## config.mk

```make
export PLATFORM = sky130hd
export DESIGN_NAME = adaptive_clock_divider_control
export DESIGN_NICKNAME = d
export VERILOG_FILES = /design/src/adaptive_clk_pkg.sv /design/src/adaptive_clock_divider_control.sv
export SDC_FILE = /design/constraint.sdc
export NUM_CORES = 1
export LEC_CHECK = 0
export ABC_AREA = 1
export BUFFER_PORTS_ARGS = -buffer_cell sky130_fd_sc_hd__buf_2
export CORE_MARGIN = 4
export CORE_UTILIZATION = 35
export DETAILED_ROUTE_END_ITERATION = 7
export SLEW_MARGIN = 25
export SYNTH_ARGS = -nofsm -noshare
export SYNTH_HDL_FRONTEND = slang
export SYNTH_HIERARCHICAL = 1
export SYNTH_SLANG_ARGS = --single-unit
```

## constraint.sdc

```tcl
create_clock -name aclk -period 2.17 [get_ports aclk]
set_clock_uncertainty 0.15 [all_clocks]
set_input_delay 0.217 -clock aclk [delete_from_list [all_inputs] [get_ports aclk]]
set_output_delay 0.217 -clock aclk [all_outputs]
set_load 0.02 [all_outputs]
```

## src/adaptive_clk_pkg.sv

```systemverilog
`default_nettype none
package adaptive_clk_pkg;

  // Bus geometry.
  localparam int DATA_W = 32;
  localparam int ADDR_W = 18;
  localparam int IDX_W  = 16;
  localparam int REG_W  = 8;
  localparam int LSB_W  = 2;

  // Register indices; the byte address is four times the index.
  localparam logic [IDX_W-1:0] IDX_GEN_CTL = 16'hffe1;
  localparam logic [IDX_W-1:0] IDX_CH1_DIV = 16'hffe2;
  localparam logic [IDX_W-1:0] IDX_CH2_DIV = 16'hfff6;
  localparam logic [IDX_W-1:0] IDX_STATUS  = 16'hffd0;

  // Field widths.
  localparam int OUT_CODE_W = 4;
  localparam int IN_CODE_W  = 3;

  // Reset values and read masks.
  localparam logic [REG_W-1:0] GEN_CTL_RST     = 8'h00;
  localparam logic [REG_W-1:0] GEN_CTL_RW_MASK = 8'hdf;

  // Response codes.
  localparam logic [1:0] RESP_OKAY   = 2'h0;
  localparam logic [1:0] RESP_SLVERR = 2'h2;

  // First channel divider register layout.
  typedef struct packed {
    logic [OUT_CODE_W-1:0] output_divide_code;
    logic                  resv;
    logic [IN_CODE_W-1:0]  input_divide_code;
  } ch1_div_s;

  // Second channel divider register layout.
  typedef struct packed {
    logic [OUT_CODE_W-1:0] output_divide_code;
    logic [OUT_CODE_W-1:0] resv;
  } ch2_div_s;

  // Status word showing the codes now applied by the dividers.
  typedef struct packed {
    logic [DATA_W-IN_CODE_W-2*OUT_CODE_W-1:0] zero;
    logic [IN_CODE_W-1:0]                     in_active;
    logic [OUT_CODE_W-1:0]                    ch2_active;
    logic [OUT_CODE_W-1:0]                    ch1_active;
  } status_s;

  localparam ch1_div_s CH1_DIV_RST = '0;
  localparam ch2_div_s CH2_DIV_RST = '0;

endpackage
`default_nettype wire

```

## src/adaptive_clock_divider_control.sv

```systemverilog
// Contract
// - The second channel output divides by its 4-bit code plus one.
// - The first channel output divides by its bits 7:4 code plus one.
// - The master clock input divides by its 3-bit code plus one.
// - Reserved bits read zero, and every divider field resets to zero.
//
// Register access over AXI4-Lite is this design's own decision.
`default_nettype none

module divider_unit #(
  parameter int W = 4
) (
  // Clock and reset.
  input  wire logic         aclk,
  input  wire logic         aresetn,
  // Source clock level and requested code.
  input  wire logic         clk_level,
  input  wire logic [W-1:0] code,
  // Divided clock and the code in force.
  output logic              div_clk,
  output logic [W-1:0]      active_code
);

  logic         prev_ff;
  logic         out_ff;
  logic [W-1:0] cnt_ff;
  logic [W-1:0] code_ff;
  logic         nxt_prev;
  logic         nxt_out;
  logic [W-1:0] nxt_cnt;
  logic [W-1:0] nxt_code;
  logic         rise;
  logic         wrap;

  assign rise        = clk_level & ~prev_ff;
  assign wrap        = (cnt_ff == code_ff);
  assign div_clk     = out_ff;
  assign active_code = code_ff;

  // Counts source rising edges and takes a new code only on wrap.
  always_comb begin
    nxt_prev = clk_level;
    nxt_cnt  = cnt_ff;
    nxt_code = code_ff;
    nxt_out  = out_ff;
    if (rise) begin
      if (wrap) begin
        nxt_cnt  = '0;
        nxt_code = code;
      end else begin
        nxt_cnt = cnt_ff + 1'b1;
      end
      // High for the first half of the period, the longer half when odd.
      nxt_out = (nxt_cnt <= (nxt_code >> 1));
    end
    // Divide by one passes the source level through a flip-flop.
    if (nxt_code == '0) begin
      nxt_out = clk_level;
    end
  end

  // Divider state registers.
  always_ff @(posedge aclk) begin
    if (!aresetn) begin
      prev_ff <= clk_level; // Seeded so release shows no false edge.
      out_ff  <= 1'b0;
      cnt_ff  <= '0;
      code_ff <= '0;
    end else begin
      prev_ff <= nxt_prev;
      out_ff  <= nxt_out;
      cnt_ff  <= nxt_cnt;
      code_ff <= nxt_code;
    end
  end

  // The count never passes the code in force.
  property p_cnt_in_range;
    @(posedge aclk) disable iff (!aresetn)
    cnt_ff <= code_ff;
  endproperty
  a_cnt_in_range: assert property (p_cnt_in_range)
    else $error("divider count beyond its code");

  // A code change lands only on a fresh period.
  property p_load_boundary;
    @(posedge aclk) disable iff (!aresetn)
    (code_ff != $past(code_ff)) |-> (cnt_ff == '0) && $past(rise);
  endproperty
  a_load_boundary: assert property (p_load_boundary)
    else $error("divider code changed off a boundary");

  // A wrap in a dividing mode starts the high phase.
  property p_wrap_high;
    @(posedge aclk) disable iff (!aresetn)
    (rise && wrap) |=> div_clk;
  endproperty
  a_wrap_high: assert property (p_wrap_high)
    else $error("divided clock not high after wrap");

endmodule

module adaptive_clock_divider_control (
  // Clock and reset.
  input  wire logic                                aclk,
  input  wire logic                                aresetn,
  // Write address channel.
  input  wire logic [adaptive_clk_pkg::ADDR_W-1:0] s_axi_awaddr,
  input  wire logic                                s_axi_awvalid,
  output logic                                     s_axi_awready,
  // Write data channel.
  input  wire logic [adaptive_clk_pkg::DATA_W-1:0] s_axi_wdata,
  input  wire logic [3:0]                          s_axi_wstrb,
  input  wire logic                                s_axi_wvalid,
  output logic                                     s_axi_wready,
  // Write response channel.
  output logic [1:0]                               s_axi_bresp,
  output logic                                     s_axi_bvalid,
  input  wire logic                                s_axi_bready,
  // Read address channel.
  input  wire logic [adaptive_clk_pkg::ADDR_W-1:0] s_axi_araddr,
  input  wire logic                                s_axi_arvalid,
  output logic                                     s_axi_arready,
  // Read data channel.
  output logic [adaptive_clk_pkg::DATA_W-1:0]      s_axi_rdata,
  output logic [1:0]                               s_axi_rresp,
  output logic                                     s_axi_rvalid,
  input  wire logic                                s_axi_rready,
  // Source clocks, sampled as levels.
  input  wire logic                                first_synth_channel_clk,
  input  wire logic                                second_synth_channel_clk,
  input  wire logic                                master_clock_input,
  // Divided clocks and generator control.
  output logic                                     first_synth_channel_div_clk,
  output logic                                     second_synth_channel_div_clk,
  output logic                                     master_clock_input_div_clk,
  output logic [adaptive_clk_pkg::REG_W-1:0]       clock_generator_control
);

  localparam int DW = adaptive_clk_pkg::DATA_W;
  localparam int RW = adaptive_clk_pkg::REG_W;
  localparam int IW = adaptive_clk_pkg::IDX_W;
  localparam int AW = adaptive_clk_pkg::ADDR_W;
  localparam int LW = adaptive_clk_pkg::LSB_W;

  // Register file and channel state.
  logic                       aw_got_ff;
  logic                       w_got_ff;
  logic [IW-1:0]              aw_idx_ff;
  logic [RW-1:0]              w_data_ff;
  logic                       w_strb_ff;
  logic                       bvalid_ff;
  logic [1:0]                 bresp_ff;
  logic                       rvalid_ff;
  logic [1:0]                 rresp_ff;
  logic [DW-1:0]              rdata_ff;
  logic [RW-1:0]              gen_ctl_ff;
  adaptive_clk_pkg::ch1_div_s ch1_ff;
  adaptive_clk_pkg::ch2_div_s ch2_ff;

  logic                       nxt_aw_got;
  logic                       nxt_w_got;
  logic [IW-1:0]              nxt_aw_idx;
  logic [RW-1:0]              nxt_w_data;
  logic                       nxt_w_strb;
  logic                       nxt_bvalid;
  logic [1:0]                 nxt_bresp;
  logic                       nxt_rvalid;
  logic [1:0]                 nxt_rresp;
  logic [DW-1:0]              nxt_rdata;
  logic [RW-1:0]              nxt_gen_ctl;
  adaptive_clk_pkg::ch1_div_s nxt_ch1;
  adaptive_clk_pkg::ch2_div_s nxt_ch2;

  logic                       wr_do;
  logic                       wr_hit;
  logic [IW-1:0]              ar_idx;
  logic [DW-1:0]              rd_word;
  logic                       rd_hit;
  adaptive_clk_pkg::status_s  status;
  logic [adaptive_clk_pkg::OUT_CODE_W-1:0] ch1_active;
  logic [adaptive_clk_pkg::OUT_CODE_W-1:0] ch2_active;
  logic [adaptive_clk_pkg::IN_CODE_W-1:0]  in_active;

  // Handshake outputs; one write and one read are held at a time.
  assign s_axi_awready = !aw_got_ff && !bvalid_ff;
  assign s_axi_wready  = !w_got_ff && !bvalid_ff;
  assign s_axi_arready = !rvalid_ff;
  assign s_axi_bvalid  = bvalid_ff;
  assign s_axi_bresp   = bresp_ff;
  assign s_axi_rvalid  = rvalid_ff;
  assign s_axi_rresp   = rresp_ff;
  assign s_axi_rdata   = rdata_ff;
  assign clock_generator_control = gen_ctl_ff;

  assign wr_do  = aw_got_ff && w_got_ff && !bvalid_ff;
  assign wr_hit = (aw_idx_ff == adaptive_clk_pkg::IDX_GEN_CTL) ||
                  (aw_idx_ff == adaptive_clk_pkg::IDX_CH1_DIV) ||
                  (aw_idx_ff == adaptive_clk_pkg::IDX_CH2_DIV) ||
                  (aw_idx_ff == adaptive_clk_pkg::IDX_STATUS);
  assign ar_idx = s_axi_araddr[AW-1:LW];

  // Status shows the codes each divider has actually taken.
  always_comb begin
    status            = '0;
    status.ch1_active = ch1_active;
    status.ch2_active = ch2_active;
    status.in_active  = in_active;
  end

  // Read decode; reserved bits and upper bits always read zero.
  always_comb begin
    rd_word = '0;
    rd_hit  = 1'b1;
    unique case (ar_idx)
      adaptive_clk_pkg::IDX_GEN_CTL: begin
        rd_word[RW-1:0] = gen_ctl_ff & adaptive_clk_pkg::GEN_CTL_RW_MASK;
      end
      adaptive_clk_pkg::IDX_CH1_DIV: begin
        rd_word[RW-1:0] = {ch1_ff.output_divide_code, 1'b0,
                           ch1_ff.input_divide_code};
      end
      adaptive_clk_pkg::IDX_CH2_DIV: begin
        rd_word[RW-1:0] = {ch2_ff.output_divide_code,
                           {adaptive_clk_pkg::OUT_CODE_W{1'b0}}};
      end
      adaptive_clk_pkg::IDX_STATUS: begin
        rd_word = status;
      end
      default: begin
        rd_hit = 1'b0;
      end
    endcase
  end

  // Next state for both bus channels and the registers.
  always_comb begin
    nxt_aw_got  = aw_got_ff;
    nxt_w_got   = w_got_ff;
    nxt_aw_idx  = aw_idx_ff;
    nxt_w_data  = w_data_ff;
    nxt_w_strb  = w_strb_ff;
    nxt_bvalid  = bvalid_ff;
    nxt_bresp   = bresp_ff;
    nxt_rvalid  = rvalid_ff;
    nxt_rresp   = rresp_ff;
    nxt_rdata   = rdata_ff;
    nxt_gen_ctl = gen_ctl_ff;
    nxt_ch1     = ch1_ff;
    nxt_ch2     = ch2_ff;
    if (s_axi_awvalid && s_axi_awready) begin
      nxt_aw_got = 1'b1;
      nxt_aw_idx = s_axi_awaddr[AW-1:LW];
    end
    if (s_axi_wvalid && s_axi_wready) begin
      nxt_w_got  = 1'b1;
      nxt_w_data = s_axi_wdata[RW-1:0];
      nxt_w_strb = s_axi_wstrb[0];
    end
    if (wr_do) begin
      nxt_aw_got = 1'b0;
      nxt_w_got  = 1'b0;
      nxt_bvalid = 1'b1;
      nxt_bresp  = wr_hit ? adaptive_clk_pkg::RESP_OKAY
                          : adaptive_clk_pkg::RESP_SLVERR;
      if (w_strb_ff) begin
        unique case (aw_idx_ff)
          adaptive_clk_pkg::IDX_GEN_CTL: begin
            nxt_gen_ctl = w_data_ff & adaptive_clk_pkg::GEN_CTL_RW_MASK;
          end
          adaptive_clk_pkg::IDX_CH1_DIV: begin
            nxt_ch1      = adaptive_clk_pkg::ch1_div_s'(w_data_ff);
            nxt_ch1.resv = 1'b0;
          end
          adaptive_clk_pkg::IDX_CH2_DIV: begin
            nxt_ch2      = adaptive_clk_pkg::ch2_div_s'(w_data_ff);
            nxt_ch2.resv = '0;
          end
          default: begin
          end
        endcase
      end
    end
    if (bvalid_ff && s_axi_bready) begin
      nxt_bvalid = 1'b0;
    end
    if (rvalid_ff && s_axi_rready) begin
      nxt_rvalid = 1'b0;
    end
    if (s_axi_arvalid && s_axi_arready) begin
      nxt_rvalid = 1'b1;
      nxt_rdata  = rd_word;
      nxt_rresp  = rd_hit ? adaptive_clk_pkg::RESP_OKAY
                          : adaptive_clk_pkg::RESP_SLVERR;
    end
  end

  // Bus and register flip-flops; every divider field clears to divide by one.
  always_ff @(posedge aclk) begin
    if (!aresetn) begin
      aw_got_ff  <= 1'b0;
      w_got_ff   <= 1'b0;
      aw_idx_ff  <= '0;
      w_data_ff  <= '0;
      w_strb_ff  <= 1'b0;
      bvalid_ff  <= 1'b0;
      bresp_ff   <= adaptive_clk_pkg::RESP_OKAY;
      rvalid_ff  <= 1'b0;
      rresp_ff   <= adaptive_clk_pkg::RESP_OKAY;
      rdata_ff   <= '0;
      gen_ctl_ff <= adaptive_clk_pkg::GEN_CTL_RST;
      ch1_ff     <= adaptive_clk_pkg::CH1_DIV_RST;
      ch2_ff     <= adaptive_clk_pkg::CH2_DIV_RST;
    end else begin
      aw_got_ff  <= nxt_aw_got;
      w_got_ff   <= nxt_w_got;
      aw_idx_ff  <= nxt_aw_idx;
      w_data_ff  <= nxt_w_data;
      w_strb_ff  <= nxt_w_strb;
      bvalid_ff  <= nxt_bvalid;
      bresp_ff   <= nxt_bresp;
      rvalid_ff  <= nxt_rvalid;
      rresp_ff   <= nxt_rresp;
      rdata_ff   <= nxt_rdata;
      gen_ctl_ff <= nxt_gen_ctl;
      ch1_ff     <= nxt_ch1;
      ch2_ff     <= nxt_ch2;
    end
  end

  // Second channel output divider.
  divider_unit #(.W(adaptive_clk_pkg::OUT_CODE_W)) u_ch2_out (
    .aclk        (aclk),
    .aresetn     (aresetn),
    .clk_level   (second_synth_channel_clk),
    .code        (ch2_ff.output_divide_code),
    .div_clk     (second_synth_channel_div_clk),
    .active_code (ch2_active)
  );

  // First channel output divider.
  divider_unit #(.W(adaptive_clk_pkg::OUT_CODE_W)) u_ch1_out (
    .aclk        (aclk),
    .aresetn     (aresetn),
    .clk_level   (first_synth_channel_clk),
    .code        (ch1_ff.output_divide_code),
    .div_clk     (first_synth_channel_div_clk),
    .active_code (ch1_active)
  );

  // Master clock input divider for the first channel.
  divider_unit #(.W(adaptive_clk_pkg::IN_CODE_W)) u_ch1_in (
    .aclk        (aclk),
    .aresetn     (aresetn),
    .clk_level   (master_clock_input),
    .code        (ch1_ff.input_divide_code),
    .div_clk     (master_clock_input_div_clk),
    .active_code (in_active)
  );

  // Applied codes only ever move to the programmed codes.
  property p_ch2_apply;
    @(posedge aclk) disable iff (!aresetn)
    (ch2_active != $past(ch2_active)) |->
      (ch2_active == $past(ch2_ff.output_divide_code));
  endproperty
  a_ch2_apply: assert property (p_ch2_apply)
    else $error("second channel applied a code not programmed");

  property p_ch1_apply;
    @(posedge aclk) disable iff (!aresetn)
    (ch1_active != $past(ch1_active)) |->
      (ch1_active == $past(ch1_ff.output_divide_code));
  endproperty
  a_ch1_apply: assert property (p_ch1_apply)
    else $error("first channel applied a code not programmed");

  property p_in_apply;
    @(posedge aclk) disable iff (!aresetn)
    (in_active != $past(in_active)) |->
      (in_active == $past(ch1_ff.input_divide_code));
  endproperty
  a_in_apply: assert property (p_in_apply)
    else $error("input divider applied a code not programmed");

  // A read of the second channel register never shows reserved bits.
  property p_ch2_resv_read;
    @(posedge aclk) disable iff (!aresetn)
    (s_axi_arvalid && s_axi_arready &&
     ar_idx == adaptive_clk_pkg::IDX_CH2_DIV) |=>
      s_axi_rvalid &&
      (s_axi_rdata == DW'({$past(ch2_ff.output_divide_code),
                           {adaptive_clk_pkg::OUT_CODE_W{1'b0}}}));
  endproperty
  a_ch2_resv_read: assert property (p_ch2_resv_read)
    else $error("second channel read shows reserved bits");

  // Reset leaves every divider field at divide by one.
  property p_reset_zero;
    @(posedge aclk)
    !aresetn |=> (ch1_ff == '0) && (ch2_ff == '0) && !s_axi_bvalid;
  endproperty
  a_reset_zero: assert property (p_reset_zero)
    else $error("divider fields not cleared by reset");

  // Covers for the main scenarios.
  c_ch2_max: cover property (@(posedge aclk) disable iff (!aresetn)
    ch2_active == '1);
  c_in_max: cover property (@(posedge aclk) disable iff (!aresetn)
    in_active == '1);
  c_bad_read: cover property (@(posedge aclk) disable iff (!aresetn)
    s_axi_rvalid && s_axi_rresp == adaptive_clk_pkg::RESP_SLVERR);

endmodule
`default_nettype wire

```

# == Word-level counts from Yosys, hierarchy flattened ==
# Index checks and enable logic that the tools add are counted.
# W data, S select, Z words.
# op_classes
addsub,3
magnitude_cmp,3
n_eq_ne,11
muxes,28
bitwise,7
reduce_logical,29
# op_table
op,count
$eq A16 B16 Y1 const B,8
$mux W4,10
$pmux W8 S4,1
$mux W3,6
$logic_and A1 B1 Y1,9
$mux W1,9
$reduce_and A3 Y1,3
$add A4 B1 Y4 const B,2
$eq A4 B4 Y1,2
$le A4 B3 Y1,2
$logic_not A4 Y1,2
$reduce_bool A2 Y1,4
$logic_not A1 Y1,4
$mux W2,2
$not A1 Y1,4
$reduce_or A2 Y1,2
$reduce_or A4 Y1,1
$add A3 B1 Y3 const B,1
$and A1 B1 Y1,3
$eq A3 B3 Y1,1
$le A3 B2 Y1,1
$logic_not A3 Y1,1
$logic_or A1 B1 Y1,3
# totals
register_bits,111
input_bits,82
output_inout_bits,52
wordCells,107

# == Longest topological paths before layout ==
# Gate-level depths: netlist of the first run.
# logic_depth
word_depth,6
depth_mapped,17
depth_no_buf,17

# == By module ==
# The synthesis of the first run kept the hierarchy.
# modules_own_cells
mod,n_inst,cells_per_inst,area_per_inst_um2
adaptive_clock_divider_control,1,411,2886.5
divider_unit (u_ch2_out),1,97,676.9
divider_unit (u_ch1_out),1,96,673.1
divider_unit (u_ch1_in),1,80,523.0

# == Worst setup path before layout of the first run ==
# Ideal clock, no wire load.
# synth_path
path_kind,register -> register
startpoint,"reg u_ch2_out.code_ff[3], in the netlist u_ch2_out/active_code[3]"
endpoint,"reg u_ch2_out.out_ff, in the netlist u_ch2_out/div_clk"
setup_time_ps,64
t_arrival_ps,1796
required_ps,1956
path_slack_ps,160
path_stages_with_launch,16
period_less_slack_ps,2010
cell_sequence,dfxtp_1 > inv_1 > nand2_1 > nand2_1 > nor2_8 > nand2_2 > nand2_1 > o21ai_0 > ha_1 > a21oi_1 > nor2_1 > o21ai_0 > nand3_1 > nand2_1 > a21oi_1 > nor2_1
# synth_between
elab_chain_len,6
word_cells_on_any_way,11
# synth_lines
element,line,text
from (decl),adaptive_clock_divider_control.sv:27,logic [W-1:0] code_ff;
from (signal assigned),adaptive_clock_divider_control.sv:73,code_ff <= nxt_code;
$eq A4 B4 Y1,adaptive_clock_divider_control.sv:36,assign wrap = (cnt_ff == code_ff);
$mux W4,adaptive_clock_divider_control.sv:47,if (wrap) begin
$mux W4,adaptive_clock_divider_control.sv:46,if (rise) begin
$le A4 B3 Y1 / $mux W4 (equally long branches),"adaptive_clock_divider_control.sv:54, adaptive_clock_divider_control.sv:46",
$mux W1 / $logic_not A4 Y1 (equally long branches),"adaptive_clock_divider_control.sv:46, adaptive_clock_divider_control.sv:57",
$mux W1 / $reduce_bool A2 Y1 (equally long branches),--,
to (signal assigned),adaptive_clock_divider_control.sv:71,out_ff <= nxt_out;
to (decl),adaptive_clock_divider_control.sv:25,logic out_ff;
# Parallel ways exist; a longest one is shown, timed or not. The select of a mux whose other input is x is not followed.
# A chain may end at the register's enable or synchronous reset.

# == Worst setup path after layout of the first run ==
# layout_path
startpoint,reg u_ch1_out.cnt_ff[0]
endpoint,"reg u_ch1_out.out_ff, in the netlist u_ch1_out/div_clk"
# layout_between
elab_chain_len,6
word_cells_on_any_way,12
# layout_lines
element,line,text
from (decl),adaptive_clock_divider_control.sv:26,logic [W-1:0] cnt_ff;
from (signal assigned),adaptive_clock_divider_control.sv:72,cnt_ff <= nxt_cnt;
from (signal assigned),adaptive_clock_divider_control.sv:80,cnt_ff <= code_ff;
$add A4 B1 Y4 / $eq A4 B4 Y1 (equally long branches),"adaptive_clock_divider_control.sv:51, adaptive_clock_divider_control.sv:36",
$mux W4,adaptive_clock_divider_control.sv:47,
$mux W4,adaptive_clock_divider_control.sv:46,
$le A4 B3 Y1 / $mux W4 (equally long branches),"adaptive_clock_divider_control.sv:54, adaptive_clock_divider_control.sv:46",
$mux W1 / $logic_not A4 Y1 (equally long branches),"adaptive_clock_divider_control.sv:46, adaptive_clock_divider_control.sv:57",
$mux W1 / $reduce_bool A2 Y1 (equally long branches),--,
to (signal assigned),adaptive_clock_divider_control.sv:71,
to (decl),adaptive_clock_divider_control.sv:25,
# Parallel ways exist; a longest one is shown, timed or not. The select of a mux whose other input is x is not followed.

==> results.md, run 1 <==
- P_leak: 2.91 nW
- Fraction of layout cells with a size suffix above 1: 28.8%
- Yosys reg bits: 88
- Fmax: 0.487 GHz
- DR WL/cell: 11.7 um
- Final setup fails: 0
- Post-synth EDFFs: 0
- Core area: 13300 um2
- Synth area leader: dfxtp_1
- Netlist area before placement: 4760 um2
- VDD IR-drop max: 0.453 mV
- IO Port Bufs: 78
- Die area: 15500 um2
- Iteration-0 DRC Markers: 180
- Most used DFF post-synth: dfxtp_1
- Post-Route WL: 11700 um
- Synth top area cells: dfxtp_1 (37%), nand2_1 (12%), a21oi_1 (6.4%), nand3_1 (5.9%), nor2_1 (5.5%)
- FP Rows: 42
- Layout area overhead: 30.3%
- PwrDens: 697 nW/um2
- DRC: 0
- Post-layout power: 0.00432 W
- Final Hold Fails: 0
- Total of max-cap violations: 0
- Crit. End Element: flip-flop
- CP required: 2.30 ns
- Starting Density: 35.8%
- Status: complete, no violations
- Setup Slack @ Placement: -0.0453 ns
- GRT Total Usage: 15.0%
- Async S/R FF share, synth: 0%
- Die extent in y: 125 um
- Largest net degree at the start of global routing: 29
- Worst-margin pin slew: 0.591 ns
- Num CTS Buffers: 9
- Die Width: 125 um
- N_diodes: 0
- Synth Warn #: 6
- # IOs: 134
- Clk root buf: clkbuf_16
- Final slew viol count: 0
- Dpl hpwl: 8860 um
- Setup CP Type: flip-flop to flip-flop
- Antenna violations before repair: 0
- Worst setup margin: 0.118 ns
- Number of global-route vias before repair: 4110
- Crit path DAT: 2.18 ns
- First-pass GRT wire length: 19500 um
- Sequential area share after synthesis: 37.0%
- Post-route ant nets: 0
- Max_slew headroom: 60.5%
- Reg clk slew, reported paths: 0.07 ns
- Clk buf depth: 2
- Synth cell count leaders: nand2_1 (156), dfxtp_1 (88), nor2_1 (70)
- Drt first pass iters: 4
- Vias: 4550
- Mapped Cells: 684
- Clock Sinks: 88
- Min Hold Slack: 0.00117 ns
- Share of the synthesized area in the top cell type: 37.0%
- Hold WC Path Type: input pin to flip-flop
- Vias/cell: 4.55
- Final core utilization: 46.6%
- Nets: 911
- Nature of the critical path startpoint: flip-flop
- Global route overflow: 0
- Avg Synthesized Cell Area: 6.96 um2
- Htree depth: 3
- Top-count cell post-synth: nand2_1
- Gpl congestion: 0.845
- Synth cell types: 32
- Worst-skew pair later-pin latency: 0.34 ns
- CTS tree: done
- Fin crit share: 94.5%
- Period minus WS final: 2.05 ns
- Maximum fanout along the worst path: 5
[layout by cell type (no fill, tap or decap), types with 4 or more instances in the layout]
cell | Yosys | layout
buf_4 | 25 | 42
nand2_2 | 15 | 23
conb_1 | 1 | 24
inv_2 | 13 | 16
nor3_1 | 4 | 4
nand3_1 | 56 | 55
dfxtp_2 | 0 | 13
nor2_2 | 12 | 12
nor2_8 | 5 | 5
dlygate4sd3_1 | 0 | 19
buf_2 | 7 | 78
clkbuf_16 | 0 | 9
o21ai_0 | 50 | 43
nand4_1 | 14 | 14
dfxtp_1 | 88 | 69
nand2_4 | 2 | 6
a21oi_1 | 61 | 59
ha_1 | 11 | 9
dfxtp_4 | 0 | 6
inv_1 | 62 | 59
nor2_1 | 70 | 70
o21ai_1 | 3 | 8
nor2_4 | 4 | 4
nand2_1 | 156 | 144
[kinds of logic (layout without fill, tap and decap cells)]
family	count (synthesis)	in the layout	share of synthesized area, %
AO/OA/AOI/OAI	119	119	12.8
adder cells (fa/ha/maj)	11	11	2.89
flip-flops	88	88	37.0
XOR/XNOR	3	3	0.552
AND/OR/NAND/NOR	346	346	35.4
buffers and inverters	116	232	11.3
other	1	24	0.0788
[what timing repair did]
item                                    in CTS  in global routing
buffers inserted                             0                 11
hold buffers                                19                  0
endpoints found under the setup margin       3                  3
resized for setup                            9                 51
pin swaps                                    0                 21
endpoints found under the hold margin       20                  0
[area by class of cell]
class | instances | area [um2]
clock buffer | 10 | 239
clock inverter | 6 | 97.6
fill | 1334 | 7100
inverter | 76 | 285
multi-input combinational | 503 | 2640
sequential | 88 | 1800
tap | 176 | 220
timing repair buffer | 140 | 916
[final timing paths]
kind	slack, ns	depth (start not counted)	endpoint	from
setup / recovery	0.12	11	u_ch1_out/div_clk$_SDFFE_PN0P_	u_ch1_out/cnt_ff[0]$_SDFFE_PN0P_
hold / removal	0.001	3	aw_idx_ff[6]$_SDFFE_PN0P_	s_axi_awaddr[8]
setup reg to reg	0.12	11	u_ch1_out/div_clk$_SDFFE_PN0P_	u_ch1_out/cnt_ff[0]$_SDFFE_PN0P_
hold reg to reg	0.31	2	s_axi_rdata[0]$_SDFFE_PN0P_	s_axi_rdata[0]$_SDFFE_PN0P_
[metal layers]
metal  GRT usage [%]  vias up  part of all wire, %
met5               0        -                    0
met4            5.03        0                  1.0
met3            2.32        8                  4.9
met2            23.5      108                   44
met1            21.0     1991                   50
li1                -     2443                    -
[critical path, stage by stage (launching register included)]
cell and delay, ns:
dfxtp_4 0.37, ha_2 0.19, or2_0 0.23, a22oi_2 0.21, ha_1 0.29, a21oi_1 0.15
o21ai_1 0.08, nand2_1 0.08, nand3_2 0.07, nand2_1 0.07, a21oi_1 0.04, nor2_1 0.07
[flip-flops by register name (all words and copies together), names as in the netlist, 3 cells and up]
name,flops
u_ch2_out/cnt_ff,4
u_ch1_out/active_code,4
w_data_ff,8
u_ch1_out/cnt_ff,4
clock_generator_control,7
ch1_ff,7
aw_idx_ff,16
s_axi_rdata,11
u_ch2_out/active_code,4
u_ch1_in/active_code,3
u_ch1_in/cnt_ff,3
ch2_ff,4
[stage by stage]
step,setup TNS (ns),area [um2],std cells
6_report,0,6200,999
5_1_grt,-0.0143,6200,999
4_1_cts,0,6000,988
3_5_place_dp,-0.0762,5460,953
3_3_place_gp,-0.0205,5460,953
2_1_floorplan,0,4850,707
[report_power, final]
part | leakage, nW | switching, W | internal, W
sequential | 0.731 | 0.0000659 | 0.00170
clock | 0.166 | 0.000687 | 0.00106
combinational | 2.02 | 0.000478 | 0.000334
total | 2.91 | 0.00123 | 0.00309
Power figures use the tool's default switching activity.
==> run 2, diff against run 1 <==
Settings changed: SYNTH_HIERARCHICAL 1 to not set.
==> results.md, run 2 <==
- Final core utilization: 46.7% (about the same)
- Num CTS Buffers: 9 (unchanged)
- CP Cell Sequence: ha_2 > or2_2 > a21oi_2 > ha_1 > buf_4 > nand3_1 > nand2_2 > nand3_2 > nand3_1 > nand2_1 > inv_1
- Crit-path leading delay family: simple AND/OR/NAND/NOR gates
- Clock Sinks: 88 (unchanged)
- Number of global-route vias before repair: 3913 (-4.8%)
- Final slew viol count: 0 (unchanged)
- Global route overflow: 0 (unchanged)
- WL met3: 565 um (-1.9%)
- Max stage delay cell, worst path: dfxtp_4
- Fmax: 0.482 GHz (-1.0%)
- Synth Warn #: 0 (-6)
- Synth cell count leaders: nand2_1 (92), dfxtp_1 (88), nor2_1 (68)
- Clk buf depth: 2 (unchanged)
- Max_slew headroom: 61.6% (+1.0 points)
- Worst setup margin: 0.0969 ns (-0.0214 ns)
- Post-route ant nets: 0 (unchanged)
- Die area: 14600 um2 (-6.2%)
- Iteration-0 DRC Markers: 246 (+37%)
- Placed cell count: 858 (-10%)
- Post-Layout Cell Count: 901 (-9.8%)
- Nets: 821 (-9.9%)
- CP max stage delay: 0.37 ns (about the same)
- Number of flip-flops under the largest register name: 16 (unchanged)
- Crit. End Element: flip-flop
- Fin crit share: 95.5% (+0.99 points)
- Met2 wire len: 5080 um (-1.1%)
- R2r setup slk: 0.1 ns (-0.02 ns)
- Post-synth EDFFs: 0 (unchanged)
- N_diodes: 0 (unchanged)
- Most flops, register: aw_idx_ff
- Antenna violations before repair: 0 (unchanged)
- Most frequent cells in the layout: nand2_1 (85), buf_2 (78), dfxtp_1 (73)
- Clock Power Share: 38.2% (-2.2 points)
- CTS tree: done
- Starting Density: 36.4% (+0.60 points)
- Most used DFF post-synth: dfxtp_1
- FP Rows: 40 (-4.8%)
- Vias/cell: 4.72 (+3.7%)
- Total of max-cap violations: 0 (unchanged)
- Yosys reg bits: 88 (unchanged)
- Gpl congestion: 0.844 (about the same)
- Die Width: 121 um (-3.1%)
- Top-count cell post-synth: nand2_1
- Hold WC Path Type: input pin to flip-flop
- Status: complete, no violations
- Synth cell types: 40 (+25%)
- Int Pwr: 0.00281 W (-9.3%)
- Setup CP Type: flip-flop to flip-flop
- Final setup fails: 0 (unchanged)
- DR top layer: met4
- Final Hold Fails: 0 (unchanged)
- P_leak: 2.49 nW (-14%)
- WL met1: 5220 um (-10%)
- Layout area overhead: 28.2%
- Worst-skew pair later-pin latency: 0.35 ns (about the same)
- PwrDens: 707 nW/um2 (+1.3%)
- DRC: 0 (unchanged)
- Switching Fraction: 30.3% (+1.8 points)
- Nature of the critical path startpoint: flip-flop
- GRT Total Usage: 15.1% (+0.11 points)
- Most common library cell in the layout ignoring fill and taps: nand2_1
- Die extent in y: 121 um (-3.1%)
- Sequential area share after synthesis: 39.6% (+2.6 points)
- Async S/R FF share, synth: 0% (unchanged)
- Netlist area before placement: 4450 um2 (-6.6%)
- Synth top area cells: dfxtp_1 (40%), nand2_1 (7.8%), a21oi_1 (6.3%), o21ai_0 (6.1%), nor2_1 (5.7%)
- Crit path buf inv count: 2 (+2)
- CP required: 2.26 ns (-0.04 ns)
- Post-Route WL: 11000 um (-6.0%)
- Largest net degree at the start of global routing: 49 (+69%)
- IO Port Bufs: 78 (unchanged)
- Vias: 4254 (-6.5%)
- Maximum fanout along the worst path: 4 (-1)
- # IOs: 134 (unchanged)
- Clk root buf: clkbuf_16
- Share of the synthesized area in the top cell type: 39.6% (+2.6 points)
- DR WL/cell: 12.2 um (+4.3%)
- Worst-margin pin slew: 0.575 ns (-0.0165 ns)
- First-pass GRT wire length: 18000 um (-7.4%)
- Sequential share of power: 43.7% (+2.9 points)
- Synth area leader: dfxtp_1
- Setup Slack @ Placement: -0.0167 ns (+0.0286 ns)
- Switching pwr: 0.00122 W (-0.89%)
- Htree depth: 3 (unchanged)
- Crit path DAT: 2.17 ns (about the same)
- Core area: 12200 um2 (-8.2%)
- Fraction of layout cells with a size suffix above 1: 27.0% (-1.8 points)
- CP most frequent cell: nand3_1
- Period minus WS final: 2.07 ns (+0.0214 ns)
- Reg clk slew, reported paths: 0.07 ns (about the same)
- Avg Synthesized Cell Area: 7.29 um2 (+4.7%)
- Proportion of power drawn by combinational gates: 18.1% (-0.7 points)
- VDD IR-drop max: 0.487 mV (+7.4%)
- Drt first pass iters: 5 (+1)
- Dpl hpwl: 8200 um (-7.5%)
- Mapped Cells: 610 (-11%)
run 2: power groups by stage:
stage          registers (W)  clock network, W  logic [W]
2_1_floorplan        0.00179                 0   0.000462
3_3_place_gp         0.00179                 0   0.000608
3_5_place_dp         0.00180                 0   0.000625
4_1_cts              0.00176           0.00158   0.000658
5_1_grt              0.00177           0.00164   0.000830
6_report             0.00176           0.00154   0.000729
run 2: final timing paths:
path | startpoint | depth (start not counted) | end
hold / removal | s_axi_wdata[0] | 3 | w_data_ff[0]$_SDFFE_PN0P_
hold reg to reg | s_axi_rdata[2]$_SDFFE_PN0P_ | 2 | s_axi_rdata[2]$_SDFFE_PN0P_
setup reg to reg | u_ch2_out.cnt_ff[0]$_SDFFE_PN0P_ | 11 | u_ch2_out.div_clk$_SDFFE_PN0P_
setup / recovery | u_ch2_out.cnt_ff[0]$_SDFFE_PN0P_ | 11 | u_ch2_out.div_clk$_SDFFE_PN0P_
run 2: layout make-up:
class | count | area [um2]
Fill cell | 1225 | 6510
Tap cell | 168 | 210
Clock buffer | 9 | 225
Sequential cell | 88 | 1790
Inverter | 75 | 282
Multi-Input combinational cell | 429 | 2330
Timing Repair Buffer | 125 | 796
Clock inverter | 7 | 68.8
run 2: through the flow:
stage / hold WS [ns] / power, W / area (um2) / setup TNS [ns]
finish: 0.0175 / 0.00403 / 5700 / 0
CTS: 0.00344 / 0.00399 / 5540 / 0
global placement: 0.196 / 0.00240 / 5030 / 0
detailed placement: 0.203 / 0.00242 / 5030 / -0.0167
global route: 0.0408 / 0.00424 / 5700 / -0.0559
floorplan: 0.0947 / 0.00226 / 4530 / 0
run 2: timing repair:
action,CTS,global route
gates cloned,0,1
pin swaps,0,19
endpoints found under the setup margin,2,3
hold buffers,21,0
setup buffers,0,5
endpoints found under the hold margin,22,0
resized for setup,3,44
run 2: per-layer routing:
| metal | vias to the layer above | GRT usage, % |
|---|---|---|
| met2 | 115 | 24.4 |
| met1 | 1917 | 19.9 |
| met4 | 0 | 3.90 |
| met3 | 8 | 4.12 |
| met5 | - | 0 |
| li1 | 2214 | - |
run 2: cell families after synthesis:
| group | synth area share, % |
|---|---|
| buffers and inverters | 12.2 |
| AOI/OAI and AO/OA | 17.8 |
| xor gates and xnor gates | 1.58 |
| adders and majority gates | 3.10 |
| and+or+nand+nor | 25.7 |
| other | 0.0844 |
| DFF | 39.6 |
run 2: worst reg2reg max path: stages (launching register included):
cell and delay, ns:
dfxtp_4 0.37, ha_2 0.19, or2_2 0.30, a21oi_2 0.15
ha_1 0.29, buf_4 0.15, nand3_1 0.08, nand2_2 0.07
nand3_2 0.08, nand3_1 0.07, nand2_1 0.06, inv_1 0.04
